--- src/logic/bit_branch_pkg.sv ---
// Contract
// - 128 ram bits plus 128 special-function bits
// - 00h-7Fh ram page, 80h-FFh function space
// - operand bit chosen by direct instruction address
// - each port line written alone
// - carry is accumulator, also directly addressable
// - copy, clear, set, invert carry or bit
// - and/or carry with bit or inverse; no xor
// - branch on carry or bit, high or low
// - test-and-clear branches on one, clears bit
// - every status word bit is bit addressable
// - relative branch adds signed byte to pc
// - short relative jump is two bytes
// - long jump three bytes, full 16-bit target
// - page jump replaces low 11 pc bits
// - computed jump targets pointer plus accumulator
// - long call 16-bit, page call 11-bit block
// - return resumes after the originating call
// - interrupt exit is return plus irq_finished notice
// - zero tests look at the accumulator directly
// - count down branches while result nonzero
// - compare sets carry when first is smaller
package bit_branch_pkg;

  // ************************************************************
  // widths and depths
  // ************************************************************
  localparam int unsigned PC_W        = 16;
  localparam int unsigned RAM_BITS    = 128;
  localparam int unsigned SFR_BYTES   = 16;
  localparam int unsigned STACK_DEPTH = 8;
  localparam int unsigned STACK_AW    = 3;

  // ************************************************************
  // bit-addressable function bytes (index = address bits 6:3)
  // ************************************************************
  localparam logic [3:0] PORT0_IDX  = 4'h0;
  localparam logic [3:0] PORT1_IDX  = 4'h2;
  localparam logic [3:0] PORT2_IDX  = 4'h4;
  localparam logic [3:0] PORT3_IDX  = 4'h6;
  localparam logic [3:0] STATUS_IDX = 4'ha;
  localparam logic [3:0] ACC_IDX    = 4'hc;
  localparam logic [2:0] CARRY_POS  = 3'h7;
  localparam logic [7:0] PORT_RESET = 8'hff;
  localparam logic [7:0] SFR_RESET  = 8'h00;

  // ************************************************************
  // opcode encodings
  // ************************************************************
  localparam logic [7:0] OP_IDLE      = 8'h00;
  localparam logic [4:0] OP_PAGE_JUMP = 5'h01;
  localparam logic [4:0] OP_PAGE_CALL = 5'h11;
  localparam logic [7:0] OP_LONG_JUMP = 8'h02;
  localparam logic [7:0] OP_LONG_CALL = 8'h12;
  localparam logic [7:0] OP_RET       = 8'h22;
  localparam logic [7:0] OP_IRQ_EXIT  = 8'h32;
  localparam logic [7:0] OP_SHORT_JMP = 8'h80;
  localparam logic [7:0] OP_CALC_JMP  = 8'h73;
  localparam logic [7:0] OP_JTC       = 8'h10;
  localparam logic [7:0] OP_JBH       = 8'h20;
  localparam logic [7:0] OP_JBL       = 8'h30;
  localparam logic [7:0] OP_JCH       = 8'h40;
  localparam logic [7:0] OP_JCL       = 8'h50;
  localparam logic [7:0] OP_JAZ       = 8'h60;
  localparam logic [7:0] OP_JANZ      = 8'h70;
  localparam logic [7:0] OP_OR_BIT    = 8'h72;
  localparam logic [7:0] OP_AND_BIT   = 8'h82;
  localparam logic [7:0] OP_COPY_TO_B = 8'h92;
  localparam logic [7:0] OP_OR_NBIT   = 8'ha0;
  localparam logic [7:0] OP_COPY_TO_C = 8'ha2;
  localparam logic [7:0] OP_AND_NBIT  = 8'hb0;
  localparam logic [7:0] OP_INV_BIT   = 8'hb2;
  localparam logic [7:0] OP_INV_C     = 8'hb3;
  localparam logic [7:0] OP_CLR_BIT   = 8'hc2;
  localparam logic [7:0] OP_CLR_C     = 8'hc3;
  localparam logic [7:0] OP_SET_BIT   = 8'hd2;
  localparam logic [7:0] OP_SET_C     = 8'hd3;
  localparam logic [7:0] OP_CDB_DIR   = 8'hd5;
  localparam logic [4:0] OP_CDB_REG   = 5'h1b;
  localparam logic [3:0] OP_CMP_HI    = 4'hb;
  localparam logic [3:0] OP_CMP_LO    = 4'h4;

  // ************************************************************
  // instruction lengths in bytes
  // ************************************************************
  localparam logic [1:0] LEN_ONE   = 2'd1;
  localparam logic [1:0] LEN_TWO   = 2'd2;
  localparam logic [1:0] LEN_THREE = 2'd3;

  // decoded instruction classes
  typedef enum logic [4:0] {
    CL_IDLE, CL_PAGE_JUMP, CL_PAGE_CALL, CL_LONG_JUMP, CL_LONG_CALL,
    CL_RET, CL_IRQ_EXIT, CL_SHORT_JMP, CL_CALC_JMP, CL_JTC, CL_JBH,
    CL_JBL, CL_JCH, CL_JCL, CL_JAZ, CL_JANZ, CL_OR_BIT, CL_OR_NBIT,
    CL_AND_BIT, CL_AND_NBIT, CL_COPY_TO_B, CL_COPY_TO_C, CL_INV_BIT,
    CL_INV_C, CL_CLR_BIT, CL_CLR_C, CL_SET_BIT, CL_SET_C, CL_CDB_DIR,
    CL_CDB_REG, CL_CMP, CL_OTHER
  } op_class_e;

endpackage : bit_branch_pkg

--- src/logic/bit_branch_unit.sv ---
`timescale 1ns/1ps
// single-bit processor and program-flow executor, one instruction per cycle
module bit_branch_unit (
  input  wire logic                            core_clk,         // core clock
  input  wire logic                            rst_n,            // sync reset, low
  input  wire logic                            instr_valid,      // instruction offered
  output logic                                 instr_ready,      // always accepts
  input  wire logic [7:0]                      opcode,           // first byte
  input  wire logic [7:0]                      byte1,            // second byte
  input  wire logic [7:0]                      byte2,            // third byte
  input  wire logic [bit_branch_pkg::PC_W-1:0] instr_pc,         // address of opcode
  input  wire logic [15:0]                     pointer_register, // data pointer
  input  wire logic                            acc_load,         // datapath writes acc
  input  wire logic [7:0]                      acc_load_data,    // value for acc
  input  wire logic [7:0]                      count_in,         // count-down operand
  input  wire logic [7:0]                      cmp_first,        // compare first byte
  input  wire logic [7:0]                      cmp_second,       // compare second byte
  output logic                                 done,             // result pulse
  output logic [bit_branch_pkg::PC_W-1:0]      next_pc,          // pc after instr
  output logic                                 branch_taken,     // flow changed
  output logic                                 irq_finished,     // interrupt exit pulse
  output logic                                 count_wr,         // count result valid
  output logic [7:0]                           count_out,        // decremented count
  output logic [31:0]                          port_out,         // ports 3..0 latches
  output logic [7:0]                           status_word,      // status byte
  output logic [7:0]                           acc               // accumulator
);
  import bit_branch_pkg::*;

  // ************************************************************
  // storage
  // ************************************************************
  logic [RAM_BITS-1:0] ram_bits_q;
  logic [7:0]          sfr_q [SFR_BYTES];

  logic                done_q;
  logic [PC_W-1:0]     next_pc_q;
  logic                taken_q;
  logic                irq_fin_q;
  logic                count_wr_q;
  logic [7:0]          count_q;

  // ************************************************************
  // decode
  // ************************************************************
  op_class_e           op_class;
  logic [1:0]          op_len;
  logic [PC_W-1:0]     pc_after;
  logic [7:0]          rel_byte;
  logic [PC_W-1:0]     rel_target;
  logic [PC_W-1:0]     page_target;
  logic [PC_W-1:0]     calc_target;
  logic [PC_W-1:0]     ret_addr;

  // ************************************************************
  // execute
  // ************************************************************
  logic [7:0]          bit_addr;
  logic                bit_in_sfr;
  logic                bit_val;
  logic                carry;
  logic                carry_wr;
  logic                carry_new;
  logic                bit_wr;
  logic                bit_new;
  logic                taken;
  logic [PC_W-1:0]     target;
  logic                push;
  logic                pop;
  logic                irq_exit;
  logic                cdb_wr;
  logic [7:0]          cdb_val;
  logic                fire;

  assign instr_ready = 1'b1;
  assign fire        = instr_valid;

  // opcode to class and length
  always_comb begin
    op_class = CL_OTHER;
    op_len   = LEN_ONE;
    case (opcode)
      OP_IDLE:      begin op_class = CL_IDLE;      op_len = LEN_ONE;   end
      OP_LONG_JUMP: begin op_class = CL_LONG_JUMP; op_len = LEN_THREE; end
      OP_LONG_CALL: begin op_class = CL_LONG_CALL; op_len = LEN_THREE; end
      OP_RET:       begin op_class = CL_RET;       op_len = LEN_ONE;   end
      OP_IRQ_EXIT:  begin op_class = CL_IRQ_EXIT;  op_len = LEN_ONE;   end
      OP_SHORT_JMP: begin op_class = CL_SHORT_JMP; op_len = LEN_TWO;   end
      OP_CALC_JMP:  begin op_class = CL_CALC_JMP;  op_len = LEN_ONE;   end
      OP_JTC:       begin op_class = CL_JTC;       op_len = LEN_THREE; end
      OP_JBH:       begin op_class = CL_JBH;       op_len = LEN_THREE; end
      OP_JBL:       begin op_class = CL_JBL;       op_len = LEN_THREE; end
      OP_JCH:       begin op_class = CL_JCH;       op_len = LEN_TWO;   end
      OP_JCL:       begin op_class = CL_JCL;       op_len = LEN_TWO;   end
      OP_JAZ:       begin op_class = CL_JAZ;       op_len = LEN_TWO;   end
      OP_JANZ:      begin op_class = CL_JANZ;      op_len = LEN_TWO;   end
      OP_OR_BIT:    begin op_class = CL_OR_BIT;    op_len = LEN_TWO;   end
      OP_OR_NBIT:   begin op_class = CL_OR_NBIT;   op_len = LEN_TWO;   end
      OP_AND_BIT:   begin op_class = CL_AND_BIT;   op_len = LEN_TWO;   end
      OP_AND_NBIT:  begin op_class = CL_AND_NBIT;  op_len = LEN_TWO;   end
      OP_COPY_TO_B: begin op_class = CL_COPY_TO_B; op_len = LEN_TWO;   end
      OP_COPY_TO_C: begin op_class = CL_COPY_TO_C; op_len = LEN_TWO;   end
      OP_INV_BIT:   begin op_class = CL_INV_BIT;   op_len = LEN_TWO;   end
      OP_INV_C:     begin op_class = CL_INV_C;     op_len = LEN_ONE;   end
      OP_CLR_BIT:   begin op_class = CL_CLR_BIT;   op_len = LEN_TWO;   end
      OP_CLR_C:     begin op_class = CL_CLR_C;     op_len = LEN_ONE;   end
      OP_SET_BIT:   begin op_class = CL_SET_BIT;   op_len = LEN_TWO;   end
      OP_SET_C:     begin op_class = CL_SET_C;     op_len = LEN_ONE;   end
      OP_CDB_DIR:   begin op_class = CL_CDB_DIR;   op_len = LEN_THREE; end
      default: begin
        if (opcode[4:0] == OP_PAGE_JUMP) begin
          op_class = CL_PAGE_JUMP;
          op_len   = LEN_TWO;
        end else if (opcode[4:0] == OP_PAGE_CALL) begin
          op_class = CL_PAGE_CALL;
          op_len   = LEN_TWO;
        end else if (opcode[7:3] == OP_CDB_REG) begin
          op_class = CL_CDB_REG;
          op_len   = LEN_TWO;
        end else if (opcode[7:4] == OP_CMP_HI && opcode[3:2] != 2'b00) begin
          op_class = CL_CMP;
          op_len   = LEN_THREE;
        end else if (opcode[7:4] == OP_CMP_HI && opcode[3:0] == OP_CMP_LO) begin
          op_class = CL_CMP;
          op_len   = LEN_THREE;
        end else begin
          op_class = CL_OTHER;
          op_len   = LEN_ONE;
        end
      end
    endcase
  end

  // ************************************************************
  // targets
  // ************************************************************
  // pc steps past every byte before any offset or page substitution
  assign pc_after = instr_pc + {14'h0000, op_len};

  // three-byte forms carry the offset in the last byte
  assign rel_byte = (op_len == LEN_THREE) ? byte2 : byte1;

  // signed offset, reach -128..+127 from the following byte
  assign rel_target = pc_after + {{8{rel_byte[7]}}, rel_byte};

  // low 11 bits replaced, upper 5 kept from the following instruction
  assign page_target = {pc_after[15:11], opcode[7:5], byte1};

  // case jump computed at execution time
  assign calc_target = pointer_register + {8'h00, acc};

  // ************************************************************
  // bit operand
  // ************************************************************
  // the operand is always the direct address in the second byte
  assign bit_addr   = byte1;
  assign bit_in_sfr = bit_addr[7];
  assign carry      = sfr_q[STATUS_IDX][CARRY_POS];

  // 00h-7Fh read the ram page, 80h-FFh the function bytes
  always_comb begin
    if (bit_in_sfr) begin
      bit_val = sfr_q[bit_addr[6:3]][bit_addr[2:0]];
    end else begin
      bit_val = ram_bits_q[bit_addr[6:0]];
    end
  end

  // ************************************************************
  // execute
  // ************************************************************
  // carry, bit, flow and stack effects of the offered instruction
  always_comb begin
    carry_wr  = 1'b0;
    carry_new = carry;
    bit_wr    = 1'b0;
    bit_new   = bit_val;
    taken     = 1'b0;
    target    = pc_after;
    push      = 1'b0;
    pop       = 1'b0;
    irq_exit  = 1'b0;
    cdb_wr    = 1'b0;
    cdb_val   = count_in - 8'h01;
    case (op_class)
      CL_AND_BIT:   begin carry_wr = 1'b1; carry_new = carry & bit_val;  end
      CL_AND_NBIT:  begin carry_wr = 1'b1; carry_new = carry & ~bit_val; end
      CL_OR_BIT:    begin carry_wr = 1'b1; carry_new = carry | bit_val;  end
      CL_OR_NBIT:   begin carry_wr = 1'b1; carry_new = carry | ~bit_val; end
      CL_COPY_TO_C: begin carry_wr = 1'b1; carry_new = bit_val;          end
      CL_COPY_TO_B: begin bit_wr   = 1'b1; bit_new   = carry;            end
      CL_CLR_C:     begin carry_wr = 1'b1; carry_new = 1'b0;             end
      CL_SET_C:     begin carry_wr = 1'b1; carry_new = 1'b1;             end
      CL_INV_C:     begin carry_wr = 1'b1; carry_new = ~carry;           end
      CL_CLR_BIT:   begin bit_wr   = 1'b1; bit_new   = 1'b0;             end
      CL_SET_BIT:   begin bit_wr   = 1'b1; bit_new   = 1'b1;             end
      CL_INV_BIT:   begin bit_wr   = 1'b1; bit_new   = ~bit_val;         end
      CL_JCH:       begin taken = carry;    target = rel_target; end
      CL_JCL:       begin taken = ~carry;   target = rel_target; end
      CL_JBH:       begin taken = bit_val;  target = rel_target; end
      CL_JBL:       begin taken = ~bit_val; target = rel_target; end
      CL_JTC: begin
        // branch on one and clear in the same step
        taken   = bit_val;
        target  = rel_target;
        bit_wr  = bit_val;
        bit_new = 1'b0;
      end
      CL_JAZ:       begin taken = (acc == 8'h00); target = rel_target; end
      CL_JANZ:      begin taken = (acc != 8'h00); target = rel_target; end
      CL_SHORT_JMP: begin taken = 1'b1; target = rel_target;  end
      CL_LONG_JUMP: begin taken = 1'b1; target = {byte1, byte2}; end
      CL_PAGE_JUMP: begin taken = 1'b1; target = page_target; end
      CL_CALC_JMP:  begin taken = 1'b1; target = calc_target; end
      CL_LONG_CALL: begin
        taken  = 1'b1;
        target = {byte1, byte2};
        push   = 1'b1;
      end
      CL_PAGE_CALL: begin
        taken  = 1'b1;
        target = page_target;
        push   = 1'b1;
      end
      CL_RET: begin
        taken  = 1'b1;
        target = ret_addr;
        pop    = 1'b1;
      end
      CL_IRQ_EXIT: begin
        taken    = 1'b1;
        target   = ret_addr;
        pop      = 1'b1;
        irq_exit = 1'b1;
      end
      CL_CDB_DIR, CL_CDB_REG: begin
        cdb_wr = 1'b1;
        taken  = (cdb_val != 8'h00);
        target = rel_target;
      end
      CL_CMP: begin
        carry_wr  = 1'b1;
        carry_new = (cmp_first < cmp_second);
        taken     = (cmp_first != cmp_second);
        target    = rel_target;
      end
      CL_IDLE: begin
        taken = 1'b0;
      end
      default: begin
        taken = 1'b0;
      end
    endcase
  end

  // ************************************************************
  // return addresses
  // ************************************************************
  // the stored address is the instruction following the call
  return_stack u_return_stack (
    .core_clk  (core_clk),
    .rst_n     (rst_n),
    .push      (fire && push),
    .pop       (fire && pop),
    .push_addr (pc_after),
    .top_addr  (ret_addr)
  );

  // ************************************************************
  // bit storage updates
  // ************************************************************
  // ram bit page, one bit written per instruction
  always_ff @(posedge core_clk) begin
    if (!rst_n) begin
      ram_bits_q <= '0;
    end else if (fire && bit_wr && !bit_in_sfr) begin
      ram_bits_q[bit_addr[6:0]] <= bit_new;
    end
  end

  // function bytes: acc load, then carry, then the addressed bit wins
  always_ff @(posedge core_clk) begin
    if (!rst_n) begin
      for (int i = 0; i < SFR_BYTES; i++) begin
        sfr_q[i] <= SFR_RESET;
      end
      sfr_q[PORT0_IDX] <= PORT_RESET;
      sfr_q[PORT1_IDX] <= PORT_RESET;
      sfr_q[PORT2_IDX] <= PORT_RESET;
      sfr_q[PORT3_IDX] <= PORT_RESET;
    end else begin
      if (acc_load) begin
        sfr_q[ACC_IDX] <= acc_load_data;
      end
      if (fire && carry_wr) begin
        sfr_q[STATUS_IDX][CARRY_POS] <= carry_new;
      end
      if (fire && bit_wr && bit_in_sfr) begin
        // only the one addressed line changes
        sfr_q[bit_addr[6:3]][bit_addr[2:0]] <= bit_new;
      end
    end
  end

  // ************************************************************
  // results
  // ************************************************************
  // flow result registered one cycle after the instruction is taken
  always_ff @(posedge core_clk) begin
    if (!rst_n) begin
      done_q    <= 1'b0;
      next_pc_q <= '0;
      taken_q   <= 1'b0;
      irq_fin_q <= 1'b0;
    end else begin
      done_q    <= fire;
      irq_fin_q <= fire && irq_exit;
      if (fire) begin
        next_pc_q <= taken ? target : pc_after;
        taken_q   <= taken;
      end
    end
  end

  // decremented count handed back for the datapath to store
  always_ff @(posedge core_clk) begin
    if (!rst_n) begin
      count_wr_q <= 1'b0;
      count_q    <= 8'h00;
    end else begin
      count_wr_q <= fire && cdb_wr;
      if (fire && cdb_wr) begin
        count_q <= cdb_val;
      end
    end
  end

  // outputs straight from flops
  assign done         = done_q;
  assign next_pc      = next_pc_q;
  assign branch_taken = taken_q;
  assign irq_finished = irq_fin_q;
  assign count_wr     = count_wr_q;
  assign count_out    = count_q;
  assign port_out     = {sfr_q[PORT3_IDX], sfr_q[PORT2_IDX],
                         sfr_q[PORT1_IDX], sfr_q[PORT0_IDX]};
  assign status_word  = sfr_q[STATUS_IDX];
  assign acc          = sfr_q[ACC_IDX];

endmodule : bit_branch_unit

--- src/logic/return_stack.sv ---
`timescale 1ns/1ps
// small lifo of return addresses for calls and returns
module return_stack (
  input  wire logic                              core_clk,  // core clock
  input  wire logic                              rst_n,     // sync reset, low
  input  wire logic                              push,      // store an address
  input  wire logic                              pop,       // drop top address
  input  wire logic [bit_branch_pkg::PC_W-1:0]   push_addr, // address to store
  output logic      [bit_branch_pkg::PC_W-1:0]   top_addr   // most recent address
);
  import bit_branch_pkg::*;

  logic [PC_W-1:0]     mem_q [STACK_DEPTH];
  logic [STACK_AW-1:0] ptr_q;
  logic [STACK_AW-1:0] top_idx;

  // ************************************************************
  // storage
  // ************************************************************
  // top entry sits one below the write pointer; wraps when over-deep
  assign top_idx  = ptr_q - 3'd1;
  assign top_addr = mem_q[top_idx];

  // pointer moves one way per push or pop
  always_ff @(posedge core_clk) begin
    if (!rst_n) begin
      ptr_q <= '0;
    end else if (push && !pop) begin
      ptr_q <= ptr_q + 3'd1;
    end else if (pop && !push) begin
      ptr_q <= top_idx;
    end
  end

  // entries are written on push only
  always_ff @(posedge core_clk) begin
    if (!rst_n) begin
      for (int i = 0; i < STACK_DEPTH; i++) begin
        mem_q[i] <= '0;
      end
    end else if (push && !pop) begin
      mem_q[ptr_q] <= push_addr;
    end
  end

endmodule : return_stack

--- config.mk ---
export PLATFORM = sky130hd
export DESIGN_NAME = bit_branch_unit
export DESIGN_NICKNAME = d
export VERILOG_FILES = /design/src/logic/bit_branch_pkg.sv /design/src/logic/bit_branch_unit.sv /design/src/logic/return_stack.sv
export SDC_FILE = /design/constraint.sdc
export NUM_CORES = 1
export LEC_CHECK = 0
export BUFFER_PORTS_ARGS = -buffer_cell sky130_fd_sc_hd__buf_2
export CORE_MARGIN = 4
export CORE_UTILIZATION = 60
export CTS_CLUSTER_SIZE = 12
export DETAILED_ROUTE_END_ITERATION = 10
export PLACE_DENSITY = 0.79
export SETUP_SLACK_MARGIN = 0.2
export SYNTH_ARGS = -nofsm -noshare
export SYNTH_HDL_FRONTEND = slang
export SYNTH_HIERARCHICAL = 1
export SYNTH_SLANG_ARGS = --single-unit
--- constraint.sdc ---
create_clock -name core_clk -period 5.75 [get_ports core_clk]
set_input_delay 0.575 -clock core_clk [delete_from_list [all_inputs] [get_ports core_clk]]
set_output_delay 0.575 -clock core_clk [all_outputs]
set_load 0.02 [all_outputs]
==> results by group <==
Status
  – Outcome: finished, final reports clean

Synthesis
  – Syn Nets: 2666
  – Seq cells post-synth: 415
  – Synth Cell Area: between 20000 and 25000 µm²
  – Area leader, netlist: edfxtp_1
  – Top_reg_cell synth: edfxtp_1
  – Async set or reset register ratio after synthesis: 0
  – Post-synth cell types: 97
  – Mean Syn Cell Area: 9.43 µm²
  – YS warnings: 6
  – Sequential-to-total area share from yosys stat: 0.448
  – Syn Inst Count: 2533
  – Synth area leaders: edfxtp_1 (30%), dfxtp_1 (15%), o21ai_0 (6.2%), nand3_1 (4.9%), mux2i_1 (4.1%)
  – Area fraction of the dominant cell type after synthesis: 0.302
  – Post-synth EDFFs: 240

Clock network
  – CTS sink cnt: 415
  – CTS Hold Buffers Added: 0
  – CTS tree: done
  – Clk slew on worst S/H paths: 0.06 ns
  – Total CTS buffers: 44
  – Postcts setup bufs: 0
  – Max Root-Sink Buffers: 3
  – Worst-Skew Late Latency: 0.58 ns
  – H-tree depth reported by CTS: 2
  – CTS root buf: clkbuf_16
  – Post_cts resized: 0

Global routing
  – Global-route wire length before repair: 123000 µm
  – Gr ovfl total: 0
  – Number of global-route vias before repair: 21089
  – Initial antenna violation count: 3
  – Largest net degree at the start of global routing: 140
  – All-Layer GR Usage: 0.362

Worst setup path
  – Crit path required time: 6.23 ns
  – Slowest-stage cell, CP: and2_1
  – Crit path buf inv count: 3
  – Crit Path Category: primary input to flop
  – Flop2flop setup slack: 1.36 ns
  – CP endpoint kind: flop
  – Crit path max fanout: 24
  – CP Data Arrival Time: about 5.5 ns
  – Critical Path Start Type: primary input
  – Crit-path max cell delay: around 0.57 ns
  – Critical path, cell by cell: buf_2 > buf_4 > mux2_2 > a221oi_1 > o211ai_1 > a31o_2 > o32ai_1 > a31oi_2 > o2111a_1 > a311oi_4 > and2_1 > buf_4 > nand2_2 > o211ai_1
  – Top Family by Delay on Critical Path: compound AO/OA/AOI/OAI gates

Timing
  – Min Hold Slack: 0.315 ns
  – Fmax: ~200 MHz
  – RSZ-0062 raised after global routing: false
  – Fin Clk Skew: 0.0141 ns
  – Final Setup Violations: 0
  – Final Worst Setup Slack: between 0.7 and 0.8 ns
  – Final period util: 0.875
  – Slew at the pin closest to its max-slew limit: 1.24 ns
  – Slew Limit Headroom: 0.170
  – Slew Limit Fails: 0
  – Min cycle time layout: between 5 and 6 ns
  – Endpoints failing hold: 0
  – Setup TNS: 0 ns

Final layout
  – Nets: 2748
  – P&R area growth vs syn: 11.3%
  – Non-filler cells, final: 3172
  – Share of cells above drive strength 1: 0.161
  – Core Util, Final: 0.682

Route
  – Post-route DRC violation count: 0
  – Routed Antenna Nets: 0
  – Drt total wl: 81000 µm
  – DR pass1 iterations: 6
  – Via count: 21720
  – Via/cell ratio: 6.85
  – Routed WL per cell: 25.5 µm
  – Initial drt markers: 2994

Floorplan
  – Core Area: 39000 µm²
  – Die area: between 40000 and 50000 µm²
  – Die Ht: 208 µm
  – Placement row count: 72
  – IO Pins: between 150 and 200
  – Die Wd: 208 µm
  – Initial Utilization: 0.612

Pwr
  – Pwr dens: approximately 270 nW/µm²
  – Maximum vdd drop: 0.292 mV
  – P_leak: between 9 and 10 nW

Placed design
  – Inst Count DP: 3087
  – RePlAce Congestion: 0.998
  – Port bufs: 167
  – Pre-CTS WS: 0.296 ns
  – DP HPWL: 53500 µm

Flow run
  – Max Cap Violations: 0

Hold path
  – HP Class: primary input to flop
[cell usage after synthesis, types with 17 or more instances]
master / instances
o211ai_1: 30
mux4_2: 35
o21ai_0: 294
and2_1: 143
nor2b_1: 31
xnor2_1: 34
inv_1: 40
buf_2: 65
mux2i_1: 98
and4_1: 21
nor3_1: 32
buf_4: 22
nor2_1: 178
xor2_1: 18
nand2_1: 124
a21oi_1: 192
clkbuf_1: 120
mux2_2: 18
nand3_1: 233
dfxtp_1: 175
edfxtp_1: 240
ha_1: 38
nand4_1: 20
nand2b_1: 25
a22oi_1: 17
[report_power, final]
part           leakage [nW]  switching, mW  internal (mW)  total [mW]
Sequential             3.86         0.0426           3.21        3.26
Clock                 0.703           1.20           1.66        2.86
Combinational          4.96          0.693          0.341        1.03
[path summary, 6_finish.rpt]
path / cells after the start / endpoint / startpoint
max reg2reg: 12 / sfr_q[4][1]$_SDFFE_PN1P_ / ram_bits_q[15]$_SDFFE_PN0P_
min: 3 / sfr_q[12][0]$_DFFE_PP_ / acc_load_data[0]
max: 14 / sfr_q[4][1]$_SDFFE_PN1P_ / byte1[0]
min reg2reg: 2 / next_pc[13]$_SDFFE_PN0P_ / next_pc[13]$_SDFFE_PN0P_
[logic make-up (layout without fill, tap and decap cells)]
| group | count (synthesis) | count (layout) | share of synthesized area |
|---|---|---|---|
| simple gates | 898 | 898 | 0.196 |
| buf+inv | 268 | 386 | 0.0502 |
| other cells | 1 | 4 | 0.000157 |
| mux | 151 | 151 | 0.0825 |
| xor+xnor | 54 | 54 | 0.0204 |
| compound gates | 705 | 705 | 0.180 |
| fa+ha+maj | 41 | 41 | 0.0224 |
| flops | 415 | 415 | 0.448 |
[registers in the layout, summed over array words and instances, names as in the netlist]
name	flops
ram_bits_q	128
done	1
u_return_stack/ptr_q	3
branch_taken	1
u_return_stack/mem_q	128
count_out	8
next_pc	16
sfr_q	128
count_wr	1
irq_finished	1
[layout make-up]
type | count | area [µm²]
antenna | 3 | 7.51
clock buffer | 76 | 1370
clock inverter | 6 | 68.8
fill | 3054 | 12400
inverter | 42 | 160
multi-input combinational | 1850 | 12000
sequential | 415 | 10700
tap | 518 | 648
timing repair buffer | 262 | 1580
[per-layer routing]
layer | routed length, µm | track usage | part of all wire | vias up
met5 | 0 | 0 | 0 | -
li1 | - | - | - | 9533
met1 | 29100 | 0.462 | 0.36 | 10345
met3 | 9850 | 0.0889 | 0.12 | 338
met2 | 37500 | 0.577 | 0.46 | 1504
met4 | 4580 | 0.184 | 0.057 | 0
[through the flow]
step / total power [mW] / area (µm²)
after floorplan: 3.97 / 23900
after global placement: 4.30 / 25100
after detailed placement: 4.32 / 25100
after global routing: 7.35 / 26600
final: 7.15 / 26600
after CTS: 7.13 / 26600
[worst min-delay path: stages]
cell      delay (ns)
buf_2           0.07
o211ai_1        0.07
nand2_1         0.07
[cells in the final DEF, fill, tap and decap left out, types with 25 or more instances in the layout]
cell,Yosys,routed
nor2b_1,31,31
nand2b_1,25,25
buf_2,65,165
nor3_1,32,31
mux4_2,35,35
dfxtp_1,175,175
o211ai_1,30,30
inv_1,40,39
o21ai_0,294,288
nor2_1,178,178
and2_1,143,143
nand2_1,124,124
xnor2_1,34,34
a21oi_1,192,192
buf_4,22,95
nand3_1,233,233
ha_1,38,37
clkbuf_16,0,46
edfxtp_1,240,240
mux2i_1,98,98
(Power assumes the default switching activity.)
